`src/rtl/pfm_pkg.sv`:
```
// Pin function multiplexer: register offsets, field positions, pin map.
// Assumes a 16-bit byte address on the register port.
package pfm_pkg;
    localparam int          PFM_AW       = 16;
    localparam int          PFM_DW       = 32;
    localparam int          PFM_GW       = 32;
    localparam int          PFM_SW       = 16;
    // Byte offsets
    localparam logic [15:0] OFF_PINFUNC  = 16'h002C;
    localparam logic [15:0] OFF_TRIOUT   = 16'h0100;
    localparam logic [15:0] OFF_OUTSET   = 16'h0108;
    localparam logic [15:0] OFF_OUTCLR   = 16'h010C;
    localparam logic [15:0] OFF_PINSTATE = 16'h0110;
    // Pin function field positions
    localparam int          B_SSI0       = 0;
    localparam int          B_LINK       = 1;
    localparam int          B_IRTX       = 2;
    localparam int          B_UART0      = 3;
    localparam int          B_ETH0       = 4;
    localparam int          B_AUDIO      = 5;
    localparam int          B_ADIN       = 6;
    localparam int          B_FLOW3      = 7;
    localparam int          B_IRFAST     = 8;
    localparam int          B_CLK0       = 9;
    localparam int          B_CLK1       = 10;
    localparam int          B_ROMCKE     = 11;
    localparam int          B_UART1      = 12;
    localparam int          B_RSV        = 13;
    localparam int          B_UART3      = 14;
    localparam int          B_USB        = 15;
    localparam int          B_CSEL       = 16;
    localparam int          B_LCD        = 17;
    localparam int          B_CARD       = 18;
    localparam int          PF_W         = 19;
    localparam logic [18:0] PF_RST       = 19'h6703D;
    localparam logic [12:0] PF_ZERO      = 13'h0000;
    // Primary line numbers
    localparam int          GP_CLK0      = 2;
    localparam int          GP_CLK1      = 3;
    localparam int          GP_ROMCKE    = 6;
    localparam int          GP_ADIN      = 8;
    localparam int          GP_FLOW      = 9;
    localparam int          GP_FLOW_IN   = 11;
    localparam int          GP_IRFAST    = 15;
    localparam int          GP_ETH       = 24;
    localparam int          GP_ETH_EN    = 28;
    localparam int          GP_AUDIO     = 29;
    localparam int          GP_AUDIO_IO  = 31;
    // Secondary line indexes (line 200 + index)
    localparam int          SX_LCD       = 0;
    localparam int          SX_CARD      = 4;
    localparam int          SX_SSI0      = 8;
    localparam int          SX_IRTX      = 11;
    localparam int          SX_UART0     = 12;
    localparam int          SX_UART1     = 13;
    localparam int          SX_UART3     = 14;
    localparam int          SX_MDC       = 15;
endpackage : pfm_pkg

```
`src/rtl/pfm_top.sv`:
```
// Pin function register, GPIO control registers and the pad multiplexer.
// Assumes a single-cycle register port and pads resolved outside.
//
// Overview of operation
// - A shared pin has one owner; peripheral ownership hides the GPIO line.
// - Pin function register returns to default on reset, runtime reset, sleep.
// - Pin function bits 31..19 read zero; software writes zero.
// - Bit 18 high routes card strobes, low routes GPIO lines.
// - Bit 17 low routes LCD_STROBE_SELECT strobes, high routes GPIO lines.
// - Bit 16 picks first external clock or 32k clock for bit 9.
// - Bit 15 connects USB pins to device or host root port.
// - Bits 14, 12, 3 low route UART3, UART1, UART0 transmit.
// - Bit 13 is reserved, writable, resets to one.
// - Bit 11 high routes ROM clock enable instead of line 6.
// - Bit 10 high routes second external clock instead of line 3.
// - Bit 9 high routes selected clock instead of line 2.
// - Bit 8 high routes infrared fast select instead of line 15.
// - Bit 7 high gives lines 14..9 to UART3 flow control.
// - Bit 6 high gives line 8 to audio data input.
// - Bit 5 low gives lines 31..29 to the audio serial port.
// - Bit 4 low gives Ethernet transmit and management clock pins.
// - Bit 2 low routes infrared transmit data.
// - Bit 1 picks audio link or second synchronous serial port.
// - Bit 0 low routes first synchronous serial port.
// - Separate set and clear writes change GPIO bits without read-modify.
// - Shared offsets read one register and write another; bit n is line n.
//
// Local design decision: the strobed register port.
`timescale 1ns/100ps
module pfm_top (
    input  wire logic                       clk,
    input  wire logic                       nrst,
    input  wire logic                       runtime_rst,
    input  wire logic                       sleep_entry,
    input  wire logic [pfm_pkg::PFM_AW-1:0] reg_addr,
    input  wire logic [pfm_pkg::PFM_DW-1:0] reg_wdata,
    input  wire logic                       reg_wr,
    input  wire logic                       reg_rd,
    output logic      [pfm_pkg::PFM_DW-1:0] reg_rdata,
    input  wire logic [pfm_pkg::PFM_GW-1:0] gpio_pad_in,
    output logic      [pfm_pkg::PFM_GW-1:0] gpio_pad_out,
    output logic      [pfm_pkg::PFM_GW-1:0] gpio_pad_oe,
    output logic      [pfm_pkg::PFM_GW-1:0] gpio_line_in,
    input  wire logic [pfm_pkg::PFM_SW-1:0] sec_pad_in,
    output logic      [pfm_pkg::PFM_SW-1:0] sec_pad_out,
    output logic      [pfm_pkg::PFM_SW-1:0] sec_pad_oe,
    input  wire logic [pfm_pkg::PFM_SW-1:0] sec_gpio_out,
    input  wire logic [pfm_pkg::PFM_SW-1:0] sec_gpio_oe,
    output logic      [pfm_pkg::PFM_SW-1:0] sec_gpio_in,
    input  wire logic [3:0]                 card_strobes,
    input  wire logic [3:0]                 lcd_strobes,
    input  wire logic [2:0]                 ssi0_out,
    input  wire logic                       ir_tx,
    input  wire logic                       uart0_tx,
    input  wire logic                       uart1_tx,
    input  wire logic                       uart3_transmit,
    input  wire logic                       external_clock_first,
    input  wire logic                       external_clock_second,
    input  wire logic                       osc_32k,
    input  wire logic                       rom_clock_enable,
    input  wire logic                       ir_fast_mode_out,
    input  wire logic [1:0]                 uart3_flow_out,
    output logic      [3:0]                 uart3_flow_in,
    output logic                            audio_data_in,
    input  wire logic [1:0]                 audio_out,
    input  wire logic                       audio_dio_out,
    input  wire logic                       audio_dio_oe,
    output logic                            audio_dio_in,
    input  wire logic [3:0]                 eth0_txd,
    input  wire logic                       eth0_txen,
    input  wire logic                       eth0_mdc,
    input  wire logic [1:0]                 usb_dev_out,
    input  wire logic [1:0]                 usb_dev_oe,
    output logic      [1:0]                 usb_dev_in,
    input  wire logic [1:0]                 usb_host_out,
    input  wire logic [1:0]                 usb_host_oe,
    output logic      [1:0]                 usb_host_in,
    input  wire logic [1:0]                 usb_pad_in,
    output logic      [1:0]                 usb_pad_out,
    output logic      [1:0]                 usb_pad_oe,
    input  wire logic [3:0]                 ac97_out,
    input  wire logic [3:0]                 ac97_oe,
    output logic      [3:0]                 ac97_in,
    input  wire logic [3:0]                 ssi1_out,
    input  wire logic [3:0]                 ssi1_oe,
    output logic      [3:0]                 ssi1_in,
    input  wire logic [3:0]                 link_pad_in,
    output logic      [3:0]                 link_pad_out,
    output logic      [3:0]                 link_pad_oe
);
    import pfm_pkg::*;

    logic [PF_W-1:0]   pf;
    logic [PFM_GW-1:0] g_oe;
    logic [PFM_GW-1:0] g_out;
    logic              in_on;
    logic [PFM_GW-1:0] own;
    logic [PFM_GW-1:0] p_out;
    logic [PFM_GW-1:0] p_oe;
    logic [PFM_SW-1:0] s_own;
    logic [PFM_SW-1:0] s_out;
    logic [PFM_DW-1:0] next_rdata;
    logic [PFM_GW-1:0] pin_state;

    wire  wr_pf  = reg_wr && (reg_addr == OFF_PINFUNC);
    wire  wr_tri = reg_wr && (reg_addr == OFF_TRIOUT);
    wire  wr_set = reg_wr && (reg_addr == OFF_OUTSET);
    wire  wr_clr = reg_wr && (reg_addr == OFF_OUTCLR);
    wire  wr_ien = reg_wr && (reg_addr == OFF_PINSTATE);

    // Pin function register; runtime reset and sleep restore it too
    always_ff @(posedge clk) begin
        if (!nrst || runtime_rst || sleep_entry) begin
            pf <= PF_RST;
        end else if (wr_pf) begin
            pf <= reg_wdata[PF_W-1:0];
        end
    end

    // GPIO output enable and level; kept across runtime reset and sleep
    always_ff @(posedge clk) begin
        if (!nrst) begin
            g_oe <= '0;
        end else if (wr_tri) begin
            g_oe <= g_oe & ~reg_wdata;
        end else if (wr_set || wr_clr) begin
            g_oe <= g_oe | reg_wdata;
        end
    end

    always_ff @(posedge clk) begin
        if (!nrst) begin
            g_out <= '0;
        end else if (wr_set) begin
            g_out <= g_out | reg_wdata;
        end else if (wr_clr) begin
            g_out <= g_out & ~reg_wdata;
        end
    end

    // Input enable: one write of zero per hardware reset
    always_ff @(posedge clk) begin
        if (!nrst) begin
            in_on <= 1'h0;
        end else if (wr_ien && !reg_wdata[0]) begin
            in_on <= 1'h1;
        end
    end

    // Primary lines: which are lent to a peripheral, and what it drives
    always_comb begin
        own   = '0;
        p_out = '0;
        p_oe  = '0;
        if (pf[B_CLK0]) begin
            own[GP_CLK0]   = 1'h1;
            p_oe[GP_CLK0]  = 1'h1;
            p_out[GP_CLK0] = pf[B_CSEL] ? osc_32k
                                        : external_clock_first;
        end
        if (pf[B_CLK1]) begin
            own[GP_CLK1]   = 1'h1;
            p_oe[GP_CLK1]  = 1'h1;
            p_out[GP_CLK1] = external_clock_second;
        end
        if (pf[B_ROMCKE]) begin
            own[GP_ROMCKE]   = 1'h1;
            p_oe[GP_ROMCKE]  = 1'h1;
            p_out[GP_ROMCKE] = rom_clock_enable;
        end
        if (pf[B_ADIN]) begin
            own[GP_ADIN] = 1'h1;
        end
        if (pf[B_IRFAST]) begin
            own[GP_IRFAST]   = 1'h1;
            p_oe[GP_IRFAST]  = 1'h1;
            p_out[GP_IRFAST] = ir_fast_mode_out;
        end
        if (pf[B_FLOW3]) begin
            own[GP_FLOW +: 6]   = 6'h3F;
            p_oe[GP_FLOW +: 2]  = 2'h3;
            p_out[GP_FLOW +: 2] = uart3_flow_out;
        end
        if (!pf[B_ETH0]) begin
            own[GP_ETH +: 5]   = 5'h1F;
            p_oe[GP_ETH +: 5]  = 5'h1F;
            p_out[GP_ETH +: 4] = eth0_txd;
            p_out[GP_ETH_EN]   = eth0_txen;
        end
        if (!pf[B_AUDIO]) begin
            own[GP_AUDIO +: 3]   = 3'h7;
            p_oe[GP_AUDIO +: 2]  = 2'h3;
            p_out[GP_AUDIO +: 2] = audio_out;
            p_oe[GP_AUDIO_IO]    = audio_dio_oe;
            p_out[GP_AUDIO_IO]   = audio_dio_out;
        end
    end

    // One owner per pad; a lent line shows nothing to the GPIO side
    assign gpio_pad_out = (own & p_out) | (~own & g_out);
    assign gpio_pad_oe  = (own & p_oe) | (~own & g_oe);
    assign gpio_line_in = {PFM_GW{in_on}} & ~own & gpio_pad_in;

    assign uart3_flow_in = pf[B_FLOW3] ? gpio_pad_in[GP_FLOW_IN +: 4]
                                       : 4'h0;
    assign audio_data_in = pf[B_ADIN] & gpio_pad_in[GP_ADIN];
    assign audio_dio_in  = ~pf[B_AUDIO] & gpio_pad_in[GP_AUDIO_IO];

    // Secondary lines
    always_comb begin
        s_own = '0;
        s_out = '0;
        if (!pf[B_LCD]) begin
            s_own[SX_LCD +: 4] = 4'hF;
            s_out[SX_LCD +: 4] = lcd_strobes;
        end
        if (pf[B_CARD]) begin
            s_own[SX_CARD +: 4] = 4'hF;
            s_out[SX_CARD +: 4] = card_strobes;
        end
        if (!pf[B_SSI0]) begin
            s_own[SX_SSI0 +: 3] = 3'h7;
            s_out[SX_SSI0 +: 3] = ssi0_out;
        end
        if (!pf[B_IRTX]) begin
            s_own[SX_IRTX] = 1'h1;
            s_out[SX_IRTX] = ir_tx;
        end
        if (!pf[B_UART0]) begin
            s_own[SX_UART0] = 1'h1;
            s_out[SX_UART0] = uart0_tx;
        end
        if (!pf[B_UART1]) begin
            s_own[SX_UART1] = 1'h1;
            s_out[SX_UART1] = uart1_tx;
        end
        if (!pf[B_UART3]) begin
            s_own[SX_UART3] = 1'h1;
            s_out[SX_UART3] = uart3_transmit;
        end
        if (!pf[B_ETH0]) begin
            s_own[SX_MDC] = 1'h1;
            s_out[SX_MDC] = eth0_mdc;
        end
    end

    assign sec_pad_out = s_out | (~s_own & sec_gpio_out);
    assign sec_pad_oe  = s_own | (~s_own & sec_gpio_oe);
    assign sec_gpio_in = ~s_own & sec_pad_in;

    // USB pair and the audio link / second serial port group
    assign usb_pad_out  = pf[B_USB] ? usb_host_out : usb_dev_out;
    assign usb_pad_oe   = pf[B_USB] ? usb_host_oe : usb_dev_oe;
    assign usb_host_in  = {2{pf[B_USB]}} & usb_pad_in;
    assign usb_dev_in   = {2{~pf[B_USB]}} & usb_pad_in;
    assign link_pad_out = pf[B_LINK] ? ssi1_out : ac97_out;
    assign link_pad_oe  = pf[B_LINK] ? ssi1_oe : ac97_oe;
    assign ssi1_in      = {4{pf[B_LINK]}} & link_pad_in;
    assign ac97_in      = {4{~pf[B_LINK]}} & link_pad_in;

    // Pin state shows driven level on outputs, sampled level on inputs once input enable is on, else zero
    assign pin_state = (gpio_pad_oe & gpio_pad_out)
                     | (~gpio_pad_oe & {PFM_GW{in_on}} & gpio_pad_in);

    always_comb begin
        next_rdata = '0;
        if (reg_rd) begin
            unique case (reg_addr)
                OFF_PINFUNC:  next_rdata = {PF_ZERO, pf};
                OFF_TRIOUT:   next_rdata = g_oe;
                OFF_OUTSET:   next_rdata = g_out;
                OFF_PINSTATE: next_rdata = pin_state;
                default:      next_rdata = '0;
            endcase
        end
    end

    always_ff @(posedge clk) begin
        if (!nrst) begin
            reg_rdata <= '0;
        end else begin
            reg_rdata <= next_rdata;
        end
    end

    property p_sleep_default;
        @(posedge clk) disable iff (!nrst)
        (sleep_entry || runtime_rst) |=> (pf == PF_RST);
    endproperty
    a_sleep_default: assert property (p_sleep_default)
        else $error("pin function not restored");

    property p_rsv_zero;
        @(posedge clk) disable iff (!nrst)
        (reg_rd && reg_addr == OFF_PINFUNC) |=> (reg_rdata[31:19] == 13'h0);
    endproperty
    a_rsv_zero: assert property (p_rsv_zero)
        else $error("reserved bits not zero");

    property p_owned_hidden;
        @(posedge clk) disable iff (!nrst)
        !pf[B_ETH0] |-> (gpio_line_in[GP_ETH +: 5] == 5'h0)
            && (gpio_pad_out[GP_ETH +: 4] == eth0_txd);
    endproperty
    a_owned_hidden: assert property (p_owned_hidden)
        else $error("owned line visible to GPIO");

    property p_card;
        @(posedge clk) disable iff (!nrst)
        sec_pad_out[SX_CARD +: 4] ==
            (pf[B_CARD] ? card_strobes : sec_gpio_out[SX_CARD +: 4]);
    endproperty
    a_card: assert property (p_card)
        else $error("card strobe routing wrong");

    property p_clk0;
        @(posedge clk) disable iff (!nrst)
        (pf[B_CLK0] && pf[B_CSEL]) |-> gpio_pad_out[GP_CLK0] == osc_32k;
    endproperty
    a_clk0: assert property (p_clk0)
        else $error("clock select wrong");

    property p_usb;
        @(posedge clk) disable iff (!nrst)
        pf[B_USB] |-> (usb_pad_out == usb_host_out) && (usb_dev_in == 2'h0);
    endproperty
    a_usb: assert property (p_usb)
        else $error("USB routing wrong");

    property p_set_clr;
        @(posedge clk) disable iff (!nrst)
        (wr_set || wr_clr) |=> ((g_out & $past(reg_wdata))
            == ($past(wr_set) ? $past(reg_wdata) : 32'h0));
    endproperty
    a_set_clr: assert property (p_set_clr)
        else $error("set or clear lost");

    property p_shared_read;
        @(posedge clk) disable iff (!nrst)
        (reg_rd && reg_addr == OFF_TRIOUT) |=> (reg_rdata == $past(g_oe));
    endproperty
    a_shared_read: assert property (p_shared_read)
        else $error("tristate read wrong");

    property p_adin;
        @(posedge clk) disable iff (!nrst)
        !pf[B_ADIN] |-> !audio_data_in;
    endproperty
    a_adin: assert property (p_adin)
        else $error("audio input leaks");
endmodule : pfm_top

```
`config.mk`:
```
export PLATFORM = sky130hd
export DESIGN_NAME = pfm_top
export DESIGN_NICKNAME = d
export VERILOG_FILES = /design/src/rtl/pfm_pkg.sv /design/src/rtl/pfm_top.sv
export SDC_FILE = /design/constraint.sdc
export NUM_CORES = 1
export LEC_CHECK = 0
export BUFFER_PORTS_ARGS = -buffer_cell sky130_fd_sc_hd__clkbuf_2
export CAP_MARGIN = 40
export CORE_AREA = 2 2 155 157
export DETAILED_ROUTE_END_ITERATION = 16
export DIE_AREA = 0 0 157 159
export PLACE_DENSITY = 0.56
export SLEW_MARGIN = 20
export SYNTH_ARGS = -nofsm -noshare
export SYNTH_HDL_FRONTEND = slang
export SYNTH_SLANG_ARGS = --single-unit
```
`constraint.sdc`:
```
create_clock -name clk -period 4.1 [get_ports clk]
set_input_delay 0.41 -clock clk [delete_from_list [all_inputs] [get_ports clk]]
set_output_delay 0.41 -clock clk [all_outputs]
set_load 0.01 [all_outputs]
```
==> run summary <==
Static leakage - 4.19 nW
Worst Setup Path Type - in -> reg
Area share of fa/ha/maj cells after synthesis - 0%
All-Layer GR Usage - 23.5%
CP Data Arrival Time - 2.72 ns
Minimum period implied by the final worst setup slack - 2.46 ns
Pwr dens - 289 nW/µm²
Final setup TNS - 0 ns
Seq/Total Area, Yosys - 33.8%
Starting density of the core - 29.6%
X dimension of the die - 157 µm
Number of antenna violations at the first check in global routing - 0
Wirelength, routed - 30200 µm
Data required, critical path - 4.36 ns
Pre-CTS setup slack - 1.22 ns
Pwr Total - 2.74 mW
Share of async-settable or async-resettable flops after synthesis - 0%
Ant diodes - 0
DRC violation total after the first TritonRoute iteration - 555
Vias - 8000
Largest family of logic cells by synthesized area - compound AO/OA/AOI/OAI gates
Area growth, synth to finish - 38.1%
Hold buffer count at cts - 0
Average detailed-routed wire length per instance - 20.3 µm
Crit path max fanout - 57
Synth Area in Compound Gates - 27.3%
Synthesized area per cell - 8.29 µm²
Deepest level of the CTS H-tree - 4
Max-Slew Margin vs Limit - 42.7%
Result of the run - complete, no violations
Worst min-delay path startpoint - reg_wdata[29]
Area inside the core boundary - 23200 µm²
Highest attainable clock frequency - 406 MHz
Share of layout cells above drive strength 1 - 43.8%
Critical path launch point - reg_addr[13]
Maximum VDD drop - 0.198 mV
Main synth FF type - sky130_fd_sc_hd__dfxtp_1
Global-route wire length before repair - 45500 µm
Count of TritonRoute iterations in the first routing pass - 5
Number of instances in the synthesized netlist - 829
Maximum number of pins on one net before global-route repair - 66
Antenna viol nets, final - 0
Clock transition at path regs - 0.05 ns
DIE HEIGHT - 159 µm
Overall overflow remaining after global route - 0
DP Wirelength - 21900 µm
Reported max-cap violation count - 0
Number of global-route vias before repair - 7717
CTS tree - built
Number of placed I/O pins - 402
Final Skew - 0.00663 ns
Actual transition at the worst max-transition pin - 0.859 ns
# setup viols final - 0
Crit end category - flop
Proportion of synthesized area in mux cells - 5.55%
Synthesized netlist net count - 1025
Clock latency on the worst-skew pair - 0.42 ns
Element type at the critical path start - primary input
Number of buffers inserted during clock tree synthesis - 17
EDFF count, synth - 0
Buffer depth of the longest clock path - 2
Filler cell count - 2416
Maximum cell stage delay along the critical path - 0.86 ns
Num Clock Sinks - 116
Number of different library cells in the post-synthesis netlist - 50
Max-slew violation count - 0
Unrepaired setup endpoints after global routing - no
Worst Hold Class - in -> reg
Cell with the largest stage delay on the worst path - sky130_fd_sc_hd__and2_2
Setup WS post-layout - 1.64 ns
Sequence of cells on the critical path - clkbuf_2 -> nor4_2 -> and3_4 -> and2_2 -> a311oi_1
Final period utilization - 60.0%
FP Rows - 56
Post-CTS Setup Bufs - 0
Average via count per standard cell - 5.37
CTS-repair resized insts - 0
Die Footprint - 25000 µm²
Reg2reg start - in_on
Placer congestion estimate - 0.835
Post-synthesis instance area - 6870 µm²
Root cell of the clock tree - sky130_fd_sc_hd__clkbuf_16
Final-stage net count - 1357
Xor/xnor share of the synthesized area - 0%
Input/output buffers - 401
Register bit count reported by yosys - 116
Drt drc - 0
Number of warnings issued by yosys - 0
Count of final hold-check violations - 0
Post-synthesis simple-gate area fraction - 23.4%
-- cell usage in the layout, fill, tap and decap left out, types with 5 or more instances in the layout --
cell                        synthesis  routed
sky130_fd_sc_hd__a31oi_1           82      82
sky130_fd_sc_hd__inv_1             34      33
sky130_fd_sc_hd__a22oi_1           15      15
sky130_fd_sc_hd__nor2b_1           19      19
sky130_fd_sc_hd__dfxtp_1          116     115
sky130_fd_sc_hd__nor3_2            11      11
sky130_fd_sc_hd__nor3_1             7       6
sky130_fd_sc_hd__clkbuf_2           0     401
sky130_fd_sc_hd__clkbuf_16          0      17
sky130_fd_sc_hd__o21ai_0           30      30
sky130_fd_sc_hd__nand2_1           40      40
sky130_fd_sc_hd__o221ai_1          11      11
sky130_fd_sc_hd__a211oi_1          32      32
sky130_fd_sc_hd__and2_1            47      46
sky130_fd_sc_hd__o22ai_1           12      12
sky130_fd_sc_hd__nor2_1            13      13
sky130_fd_sc_hd__nand3_1           33      33
sky130_fd_sc_hd__and3_1            13      12
sky130_fd_sc_hd__nand4_1           23      23
sky130_fd_sc_hd__nand2b_1          28      28
sky130_fd_sc_hd__buf_4             30      12
sky130_fd_sc_hd__mux2_2            33      33
sky130_fd_sc_hd__a32oi_1           16      16
sky130_fd_sc_hd__or2_2             10      10
sky130_fd_sc_hd__a21oi_1           19      19
sky130_fd_sc_hd__nor4bb_1           7       7
sky130_fd_sc_hd__a311oi_1          32      32
sky130_fd_sc_hd__clkbuf_8           0       5
sky130_fd_sc_hd__o21bai_1          10      10
-- layout make-up --
class	instances	area [µm²]	area share [%]
Clock buffer	23	498	5.25
Clock inverter	5	27.5	0.290
Inverter	34	128	1.34
Multi-Input combinational cell	572	3900	41.1
Sequential cell	116	2320	24.5
Tap cell	319	399	4.21
Timing Repair Buffer	420	2220	23.3
-- per-layer routing --
| layer | wire length (µm) | track usage, % | vias to the layer above |
|---|---|---|---|
| met1 | 13700 | 32.2 | 3808 |
| li1 | - | - | 3774 |
| met5 | 0 | 0 | - |
| met2 | 14000 | 37.8 | 379 |
| met3 | 2080 | 4.79 | 39 |
| met4 | 470 | 5.30 | 0 |
-- report_power, final --
part           leakage (nW)  switching, mW  internal [mW]
Combinational          2.99          0.148          0.117
Clock                 0.262          0.516          0.833
Sequential            0.935      0.0000108           1.13
-- synth_stat cells, types with 28 or more instances --
| library cell | number | share of area [%] |
|---|---|---|
| sky130_fd_sc_hd__clkbuf_1 | 51 | 2.8 |
| sky130_fd_sc_hd__nand2b_1 | 28 | 2.5 |
| sky130_fd_sc_hd__a31oi_1 | 82 | 7.5 |
| sky130_fd_sc_hd__a311oi_1 | 32 | 4.1 |
| sky130_fd_sc_hd__nand2_1 | 40 | 2.2 |
| sky130_fd_sc_hd__buf_4 | 30 | 3.3 |
| sky130_fd_sc_hd__and2_1 | 47 | 4.3 |
| sky130_fd_sc_hd__a211oi_1 | 32 | 3.5 |
| sky130_fd_sc_hd__nand3_1 | 33 | 2.4 |
| sky130_fd_sc_hd__inv_1 | 34 | 1.9 |
| sky130_fd_sc_hd__o21ai_0 | 30 | 2.2 |
| sky130_fd_sc_hd__mux2_2 | 33 | 5.4 |
| sky130_fd_sc_hd__dfxtp_1 | 116 | 34 |
-- critical path: cells and delay by family --
kind	cells	cell delay [ns]
AOI/OAI and AO/OA	1	0.21
buffers and inverters	1	0.08
and+or+nand+nor	3	2.00
-- path summary, 6_finish.rpt --
path / to / cells past startpoint / slack, ns
max reg2reg: reg_rdata[9] / 5 / 2.20
min reg2reg: reg_rdata[30] / 2 / 0.47
max: flop / 5 / 1.64
min: flop / 2 / 0.22
-- logic make-up after synthesis --
| logic type | after synthesis |
|---|---|
| muxes | 34 |
| and+or+nand+nor | 267 |
| buffers and inverters | 141 |
| DFF | 116 |
| AOI/OAI and AO/OA | 271 |
-- metrics by stage --
| stage | utilization, % | area (µm²) | instances | hold WS, ns |
|---|---|---|---|---|
| final | 40.9 | 9490 | 1489 | 0.224 |
| after global routing | 40.9 | 9490 | 1489 | 0.225 |
| after CTS | 40.8 | 9470 | 1488 | 0.202 |
| after detailed placement | 38.6 | 8950 | 1460 | 0.462 |
| after global placement | 38.1 | 8840 | 1453 | 0.458 |
| after floorplan | - | 6870 | 829 | 0.440 |
Note: power is estimated with default switching activity, not from simulation.
